--- src/hw/sfe_pkg.sv ---
// Shared constants for the serial flash erase control block
package sfe_pkg;
    // ==========================================
    // Instruction codes
    localparam logic [7:0] OP_SET_WRITE_LATCH = 8'h06;
    localparam logic [7:0] OP_READ_STATUS = 8'h05;
    localparam logic [7:0] OP_BLOCK_ERASE = 8'h52;
    localparam logic [7:0] OP_CHIP_ERASE = 8'h60;
    // ==========================================
    // Array geometry
    localparam int ADDR_W = 17;
    localparam int NBLK = 4;
    localparam int BLK_LSB = 15;
    localparam logic [7:0] ERASED_BYTE = 8'hff;
    // ==========================================
    // Frame layout: opcode byte alone, or opcode byte plus three address bytes
    localparam logic [2:0] BYTES_CMD = 3'h1;
    localparam logic [2:0] BYTES_ADDR_CMD = 3'h4;
    // ==========================================
    // Status byte fields
    localparam int ST_BUSY = 0;
    localparam int ST_WEL = 1;
    localparam logic [7:0] STATUS_RST = 8'h00;
    // ==========================================
    // Timing
    localparam longint unsigned CLK_HZ = 200_000_000;
    localparam longint unsigned CHIP_ERASE_S = 8;
    localparam longint unsigned BLOCK_ERASE_US = 1000;
    localparam longint unsigned CHIP_ERASE_CYC = CHIP_ERASE_S * CLK_HZ;
    localparam longint unsigned BLOCK_ERASE_CYC = (BLOCK_ERASE_US * CLK_HZ) / 64'd1_000_000;
endpackage

--- src/hw/sfe_erase_if.sv ---
// Request and progress signals between command decoder and erase engine
`timescale 1ns/1ps
interface sfe_erase_if;
    import sfe_pkg::*;
    logic start;
    logic chip;
    logic [NBLK-1:0] mask;
    logic busy;
    logic done;
    logic we;
    logic [ADDR_W-1:0] addr;
    modport ctl (output start, output chip, output mask, input busy, input done, input we, input addr);
    modport eng (input start, input chip, input mask, output busy, output done, output we, output addr);
endinterface

--- src/hw/sfe_erase_eng.sv ---
// Self-timed erase engine: walks the array writing erased bytes to selected blocks
`timescale 1ns/1ps
module sfe_erase_eng
    import sfe_pkg::*;
#(
    parameter logic [31:0] BLK_CYC = 32'(BLOCK_ERASE_CYC),
    parameter logic [31:0] CHIP_CYC = 32'(CHIP_ERASE_CYC)
)(
    // Clock and reset
    input wire logic clk,
    input wire logic rst_n,
    // Request port
    sfe_erase_if.eng ers
);
    logic busy_r;
    logic done_r;
    logic walk_r;
    logic we_r;
    logic [ADDR_W-1:0] pos_r;
    logic [ADDR_W-1:0] addr_r;
    logic [NBLK-1:0] mask_r;
    logic [31:0] tmr_r;
    logic finish;

    assign finish = busy_r && !walk_r && tmr_r == 32'h0;
    assign ers.busy = busy_r;
    assign ers.done = done_r;
    assign ers.we = we_r;
    assign ers.addr = addr_r;

    // ==========================================
    // Busy and internal timer
    always_ff @(posedge clk or negedge rst_n)
    begin
        if (!rst_n)
        begin
            busy_r <= 1'b0;
            done_r <= 1'b0;
            tmr_r <= 32'h0;
            mask_r <= '0;
        end
        else
        begin
            done_r <= finish;
            if (ers.start && !busy_r)
            begin
                busy_r <= 1'b1;
                mask_r <= ers.mask;
                tmr_r <= ers.chip ? CHIP_CYC : BLK_CYC;
            end
            else if (finish)
                busy_r <= 1'b0;
            else if (tmr_r != 32'h0)
                tmr_r <= tmr_r - 32'h1;
        end
    end

    // ==========================================
    // Address walk, one byte per cycle through selected blocks; an unselected block costs one cycle
    always_ff @(posedge clk or negedge rst_n)
    begin
        if (!rst_n)
        begin
            walk_r <= 1'b0;
            pos_r <= '0;
            we_r <= 1'b0;
            addr_r <= '0;
        end
        else
        begin
            we_r <= walk_r && mask_r[pos_r[ADDR_W-1:BLK_LSB]];
            addr_r <= pos_r;
            if (ers.start && !busy_r)
            begin
                walk_r <= 1'b1;
                pos_r <= '0;
            end
            else if (walk_r)
            begin
                if (mask_r[pos_r[ADDR_W-1:BLK_LSB]])
                    pos_r <= pos_r + 1'b1;
                else
                    pos_r <= {pos_r[ADDR_W-1:BLK_LSB] + 2'h1, {BLK_LSB{1'b0}}};
                if (&pos_r || (&pos_r[ADDR_W-1:BLK_LSB] && !mask_r[pos_r[ADDR_W-1:BLK_LSB]]))
                    walk_r <= 1'b0;
            end
        end
    end

    // ==========================================
    // Checks
    property p_start_busy;
        @(posedge clk) disable iff (!rst_n) ers.start && !busy_r |=> busy_r [*2];
    endproperty
    a_start_busy: assert property (p_start_busy) else $error("erase did not stay busy");

    property p_done_idle;
        @(posedge clk) disable iff (!rst_n) done_r |-> !busy_r && $past(busy_r) ##1 !done_r;
    endproperty
    a_done_idle: assert property (p_done_idle) else $error("done not a single pulse at end of busy");

    property p_we_mask;
        @(posedge clk) disable iff (!rst_n) we_r |-> mask_r[addr_r[ADDR_W-1:BLK_LSB]] && busy_r;
    endproperty
    a_we_mask: assert property (p_we_mask) else $error("write outside selected blocks");

    property p_chip_time;
        @(posedge clk) disable iff (!rst_n) ers.start && ers.chip && !busy_r |=> tmr_r == CHIP_CYC;
    endproperty
    a_chip_time: assert property (p_chip_time) else $error("chip erase timer not loaded");

    c_chip: cover property (@(posedge clk) disable iff (!rst_n) ers.start && ers.chip && !busy_r);
    c_done: cover property (@(posedge clk) disable iff (!rst_n) done_r);
endmodule // sfe_erase_eng

--- src/hw/sfe_top.sv ---
// Serial flash erase control: SPI instruction decoder, write latch and status
`timescale 1ns/1ps
module sfe_top
    import sfe_pkg::*;
#(
    parameter logic [31:0] BLK_CYC = 32'(BLOCK_ERASE_CYC),
    parameter logic [31:0] CHIP_CYC = 32'(CHIP_ERASE_CYC)
)(
    // Clock and reset
    input wire logic clk,
    input wire logic arst_n,
    // SPI link
    input wire logic cs_n,
    input wire logic sck,
    input wire logic si,
    output logic so,
    output logic so_oe,
    // Lock-out per block
    input wire logic [NBLK-1:0] block_lock,
    // Array write port
    output logic arr_we,
    output logic [ADDR_W-1:0] arr_addr,
    output logic [7:0] arr_wdata,
    output logic erase_busy
);
    logic rst_q1;
    logic rst_n;
    logic [2:0] cs_p;
    logic [2:0] sck_p;
    logic [1:0] si_p;
    logic [NBLK-1:0] lock_q1;
    logic [NBLK-1:0] lock_s;
    logic sck_rise;
    logic sck_fall;
    logic frame_end;
    logic [7:0] sh_r;
    logic [2:0] bcnt_r;
    logic [2:0] nbyte_r;
    logic [7:0] opc_r;
    logic [23:0] addr_r;
    logic stat_mode_r;
    logic [7:0] out_sh_r;
    logic so_r;
    logic wel_r;
    logic start_r;
    logic chip_r;
    logic [NBLK-1:0] mask_r;
    logic [7:0] in_byte;
    logic [7:0] status;
    logic [NBLK-1:0] blk_sel;
    logic exec_blk;
    logic exec_chip;
    logic exec_set_write_latch_cmd;

    sfe_erase_if ers ();

    sfe_erase_eng #(.BLK_CYC(BLK_CYC), .CHIP_CYC(CHIP_CYC)) u_eng (
        .clk(clk),
        .rst_n(rst_n),
        .ers(ers.eng)
    );

    // ==========================================
    // Reset release and pin synchronisers
    always_ff @(posedge clk or negedge arst_n)
    begin
        if (!arst_n)
        begin
            rst_q1 <= 1'b0;
            rst_n <= 1'b0;
        end
        else
        begin
            rst_q1 <= 1'b1;
            rst_n <= rst_q1;
        end
    end

    always_ff @(posedge clk or negedge rst_n)
    begin
        if (!rst_n)
        begin
            cs_p <= 3'h7;
            sck_p <= 3'h0;
            si_p <= 2'h0;
            lock_q1 <= '1;
            lock_s <= '1;
        end
        else
        begin
            cs_p <= {cs_p[1:0], cs_n};
            sck_p <= {sck_p[1:0], sck};
            si_p <= {si_p[0], si};
            lock_q1 <= block_lock;
            lock_s <= lock_q1;
        end
    end

    assign sck_rise = sck_p[1] && !sck_p[2] && !cs_p[1];
    assign sck_fall = !sck_p[1] && sck_p[2] && !cs_p[1];
    assign frame_end = cs_p[1] && !cs_p[2];
    assign in_byte = {sh_r[6:0], si_p[1]};
    assign status = STATUS_RST | {6'h0, wel_r, ers.busy};

    // ==========================================
    // Byte assembly, mode 0: sample on rising clock
    always_ff @(posedge clk or negedge rst_n)
    begin
        if (!rst_n)
        begin
            sh_r <= 8'h00;
            bcnt_r <= 3'h0;
            nbyte_r <= 3'h0;
            opc_r <= 8'h00;
            addr_r <= 24'h0;
            stat_mode_r <= 1'b0;
        end
        else if (cs_p[1])
        begin
            bcnt_r <= 3'h0;
            nbyte_r <= 3'h0;
            stat_mode_r <= 1'b0;
        end
        else if (sck_rise)
        begin
            sh_r <= in_byte;
            bcnt_r <= bcnt_r + 3'h1;
            if (bcnt_r == 3'h7)
            begin
                if (nbyte_r != BYTES_ADDR_CMD + 3'h1)
                    nbyte_r <= nbyte_r + 3'h1;
                if (nbyte_r == 3'h0)
                begin
                    opc_r <= in_byte;
                    stat_mode_r <= in_byte == OP_READ_STATUS;
                end
                else
                    addr_r <= {addr_r[15:0], in_byte};
            end
        end
    end

    // ==========================================
    // Status output, shifted on falling clock, refreshed each byte
    always_ff @(posedge clk or negedge rst_n)
    begin
        if (!rst_n)
        begin
            out_sh_r <= 8'h00;
            so_r <= 1'b0;
        end
        else if (sck_fall && stat_mode_r)
        begin
            if (bcnt_r == 3'h0)
            begin
                so_r <= status[7];
                out_sh_r <= {status[6:0], 1'b0};
            end
            else
            begin
                so_r <= out_sh_r[7];
                out_sh_r <= {out_sh_r[6:0], 1'b0};
            end
        end
    end

    assign so = so_r;
    assign so_oe = !cs_p[1];

    // ==========================================
    // Instruction execution at the end of the frame
    assign blk_sel = NBLK'(1) << addr_r[BLK_LSB +: 2];
    assign exec_set_write_latch_cmd = frame_end && bcnt_r == 3'h0 && !ers.busy && opc_r == OP_SET_WRITE_LATCH
        && nbyte_r == BYTES_CMD;
    assign exec_blk = frame_end && bcnt_r == 3'h0 && !ers.busy && wel_r && opc_r == OP_BLOCK_ERASE
        && nbyte_r == BYTES_ADDR_CMD && (blk_sel & lock_s) == '0;
    assign exec_chip = frame_end && bcnt_r == 3'h0 && !ers.busy && wel_r && opc_r == OP_CHIP_ERASE
        && nbyte_r == BYTES_CMD;

    always_ff @(posedge clk or negedge rst_n)
    begin
        if (!rst_n)
            wel_r <= 1'b0;
        else if (exec_set_write_latch_cmd)
            wel_r <= 1'b1;
        else if (ers.done)
            wel_r <= 1'b0;
    end

    always_ff @(posedge clk or negedge rst_n)
    begin
        if (!rst_n)
        begin
            start_r <= 1'b0;
            chip_r <= 1'b0;
            mask_r <= '0;
        end
        else
        begin
            start_r <= exec_blk || exec_chip;
            if (exec_blk)
            begin
                chip_r <= 1'b0;
                mask_r <= blk_sel;
            end
            else if (exec_chip)
            begin
                chip_r <= 1'b1;
                mask_r <= ~lock_s;
            end
        end
    end

    assign ers.start = start_r;
    assign ers.chip = chip_r;
    assign ers.mask = mask_r;
    assign arr_we = ers.we;
    assign arr_addr = ers.addr;
    assign arr_wdata = ERASED_BYTE;
    assign erase_busy = ers.busy;

    // ==========================================
    // Checks
    property p_busy_ignore;
        @(posedge clk) disable iff (!rst_n) ers.busy && frame_end |=> $stable(wel_r) && !start_r;
    endproperty
    a_busy_ignore: assert property (p_busy_ignore) else $error("instruction acted on while busy");

    property p_wel_clear;
        @(posedge clk) disable iff (!rst_n) ers.done |=> !wel_r;
    endproperty
    a_wel_clear: assert property (p_wel_clear) else $error("write latch kept after erase");

    property p_need_wel;
        @(posedge clk) disable iff (!rst_n) start_r |-> $past(wel_r);
    endproperty
    a_need_wel: assert property (p_need_wel) else $error("erase started without write latch");

    property p_lock;
        @(posedge clk) disable iff (!rst_n) start_r |-> (mask_r & $past(lock_s)) == '0;
    endproperty
    a_lock: assert property (p_lock) else $error("locked block selected for erase");

    property p_blk_addr;
        @(posedge clk) disable iff (!rst_n) start_r && !chip_r |-> mask_r == (NBLK'(1) << addr_r[BLK_LSB +: 2]);
    endproperty
    a_blk_addr: assert property (p_blk_addr) else $error("wrong block derived from address");

    property p_busy_follows;
        @(posedge clk) disable iff (!rst_n) start_r |=> erase_busy ##1 erase_busy;
    endproperty
    a_busy_follows: assert property (p_busy_follows) else $error("busy did not follow erase start");

    c_blk: cover property (@(posedge clk) disable iff (!rst_n) exec_blk);
    c_poll: cover property (@(posedge clk) disable iff (!rst_n) ers.busy && stat_mode_r && sck_fall);
    c_set_write_latch_cmd: cover property (@(posedge clk) disable iff (!rst_n) exec_set_write_latch_cmd);
endmodule // sfe_top

--- config.mk ---
export PLATFORM = sky130hd
export DESIGN_NAME = sfe_top
export DESIGN_NICKNAME = d
export VERILOG_FILES = /design/src/hw/sfe_pkg.sv /design/src/hw/sfe_erase_if.sv /design/src/hw/sfe_erase_eng.sv /design/src/hw/sfe_top.sv
export SDC_FILE = /design/constraint.sdc
export NUM_CORES = 1
export LEC_CHECK = 0
export ABC_CLOCK_PERIOD_IN_PS = 5300
export CAP_MARGIN = 5
export CORE_UTILIZATION = 45
export CTS_BUF_LIST = sky130_fd_sc_hd__clkbuf_8
export DETAILED_ROUTE_END_ITERATION = 12
export DONT_BUFFER_PORTS = 1
export PLACE_DENSITY = 0.7
export RECOVER_POWER = 25
export SYNTH_ARGS = -nofsm -noshare
export SYNTH_HDL_FRONTEND = slang
export SYNTH_SLANG_ARGS = --single-unit
--- constraint.sdc ---
create_clock -name clk -period 5.3 [get_ports clk]
set_input_delay 1.06 -clock clk [delete_from_list [all_inputs] [get_ports clk]]
set_output_delay 1.06 -clock clk [all_outputs]
set_load 0.01 [all_outputs]
==> results.ini <==
[timing]
fin_tns_setup_ns = 0
maxSlewViolCount = 72
rsz0062_at_grt = no
period_share_pct = 57.4
hold_viol = 0
fmax_ghz = 0.329
tightest_slew_ns = 2.69
maxSlewHeadroom_pct = -79.1
clock-skew-final_ns = 0.0127
period_needed_ns = 3.04
setup_violations = 0

[yosys]
synth-main-ff-cell = dfrtp_1
synth_edf_count = 0
synth-seq-area-share_pct = 58.1
syn_inst = 523
synth-seq-cells = 134
syn_avg_cell_area_um2 = 11.1
synth_cell_types = 54
yosys_warnings = 0
netlist_area_um2 = 5790
async_flop_share_pct = 100

[route]
drt_first_pass_iters = 5
ant_nets = 0
wire_per_inst_um = 14.9
wl_um = 10600
via_per_inst = 5.50
dr.first_iter.drc_count = 233
num_vias = 3919
remaining_drc_errors = 0

[finish]
final_common_cell = dfrtp_1
fill_cells = 1089
layout.nets = 546
seq_area_um2 = 3370
layout_common_cells = 123 x dfrtp_1, 47 x nand2_1, 40 x nor2_1, 31 x o21ai_0
area_delta_synth_final_pct = 9.09
multi_input_area_um2 = 2260
drive_above_1_share_pct = 13.1
insertedDiodeCount = 0

[run_status]
status = finished with violations
violations = max-capacitance violations, max-slew violations

[setup_path]
critical_path_class = flip-flop to async pin
cp-end-kind = async pin
reg2reg_slack_ns = 2.26
cpPeakStageDelay_ns = 2.17
cp.required_ns = 5.79
path_cells = buf_4
worstSetupStartpointType = flip-flop
cp.buffers_inverters = 1
path_max_fanout = 71
crit_family = flip-flops
regToRegEndpoint = u_eng.tmr_r[24]$_DFFE_PN0P_
r2r_cells = 1
cp_slowest_cell = dfrtp_1
r2r-start = rst_n$_DFF_PN0_
critPathArrivalTime_ns = 3.53

[floorplanning]
fp-row-count = 41
initial_core_util_pct = 46.1
fp.dieH_um = 115
ios = 38
die_area_um2 = 13300
coreArea_um2 = 12600
die_w_um = 115

[clock_network]
post_cts_buffers = 0
ctsRootBufferMaster = clkbuf_8
path_clk_slew_ns = 0.07
cts_buffer_depth = 2
clock_latency_ns = 0.45
cts_num_sinks = 134
cts_buffers = 17
htreeDepth = 4
cts_hold_buf = 0
cts_resized = 0
cts_tree = yes

[placed_design]
io_buffers = 0
hpwl_um = 7110
gp_routability_congestion = 0.813

[global_route]
grt_pass1_vias = 3826
grt_overflow = 0
antenna_found_initial = 0
grt_usage_pct = 17.8
grt_pass1_wl_um = 18100
grt_max_degree = 72

[run]
cap_viol_max_count = 1

[hold_path]
hold_class = input port to async pin

[power_and_ir_drop]
power_mw = 1.98
peakVddDrop_mv = 0.345
cellPowerDensity_nw_per_um2 = 314
leakage_nw = 3.07

==> registers in the layout, summed over array words and instances, names as in the netlist, 4 cells and up <==
register,count
lock_q1,4
opc_r,8
out_sh_r,7
addr_r,5
ers.mask,4
u_eng.mask_r,4
lock_s,4
u_eng.ers.addr,17
u_eng.tmr_r,32
u_eng.pos_r,17
sh_r,7
==> logic make-up after synthesis <==
kind of cell	synth area share (%)
muxes	5.18
buffers and inverters	3.48
adders and majority gates	2.16
AOI/OAI and AO/OA	8.81
and+or+nand+nor	18.0
xor gates and xnor gates	4.23
other	0.0647
DFF	58.1
==> routing by layer <==
layer	up-vias	share of wire (%)	track usage, %
met3	20	3.3	5.18
met1	1970	45	22.5
li1	1857	-	-
met2	72	49	28.4
met5	-	0	0
met4	0	1.9	8.40
==> how the worst max path moves through the flow <==
stage                                    start                           to  slack [ns]  depth (start not counted)
finish                         rst_n$_DFF_PN0_  u_eng.tmr_r[24]$_DFFE_PN0P_        2.26                          1
global route                   rst_n$_DFF_PN0_  u_eng.tmr_r[24]$_DFFE_PN0P_        1.55                          1
CTS                 u_eng.tmr_r[1]$_DFFE_PN0P_  u_eng.tmr_r[16]$_DFFE_PN0P_        2.44                          7
detailed placement  u_eng.tmr_r[0]$_DFFE_PN0P_  u_eng.tmr_r[16]$_DFFE_PN0P_        2.43                          7
global placement    u_eng.tmr_r[0]$_DFFE_PN0P_  u_eng.tmr_r[16]$_DFFE_PN0P_        2.55                          7
floorplan                      rst_n$_DFF_PN0_        addr_r[0]$_DFFE_PN0P_        1.31                          0
==> final cells by class <==
cell class,count,share of cell area [%]
repair buffers,3,0.356
clock inverters,14,2.41
flip-flops and latches,134,53.3
clock buffers,18,3.92
multi-input cells,355,35.7
inverters,16,0.950
well taps,172,3.40
==> metrics by stage <==
step                      cell area, um2  utilization [%]  hold slack (ns)  worst slack [ns]  instances
after floorplan                     5820                -            0.331              1.31        531
after global placement              5920             47.1            0.333              2.55        680
after detailed placement            5920             47.1            0.336              2.43        680
after CTS                           6320             50.3            0.270              2.44        712
after global routing                6320             50.3            0.263              1.55        712
final                               6320             50.3            0.307              2.26        712
==> power by group <==
| group | leakage [nW] | switching (mW) | internal (mW) |
|---|---|---|---|
| clock | 0.191 | 0.407 | 0.434 |
| combinational | 1.07 | 0.0272 | 0.0246 |
| sequential | 1.81 | 0.0376 | 1.05 |
==> Yosys cell counts (6+ instances only) <==
| cell | n | area (um2) |
|---|---|---|
| ha_1 | 10 | 125 |
| nand2b_1 | 6 | 37.5 |
| or3_1 | 18 | 113 |
| o211ai_1 | 7 | 52.6 |
| clkbuf_1 | 13 | 48.8 |
| dfstp_2 | 11 | 289 |
| mux2_2 | 20 | 225 |
| nor3_1 | 10 | 50.1 |
| inv_1 | 16 | 60.1 |
| a21oi_1 | 16 | 80.1 |
| nand4_1 | 9 | 56.3 |
| nor2b_1 | 6 | 37.5 |
| o22ai_1 | 6 | 37.5 |
| xor2_1 | 13 | 114 |
| nand3_1 | 20 | 100 |
| o21ai_0 | 31 | 155 |
| nor4_1 | 10 | 62.6 |
| xnor2_1 | 15 | 131 |
| nand2_1 | 47 | 176 |
| nor2_1 | 40 | 150 |
| dfrtp_1 | 123 | 3080 |
| or4_1 | 8 | 60.1 |
| buf_4 | 9 | 67.6 |
| a31oi_1 | 10 | 62.6 |
Power figures use the tool's default switching activity.
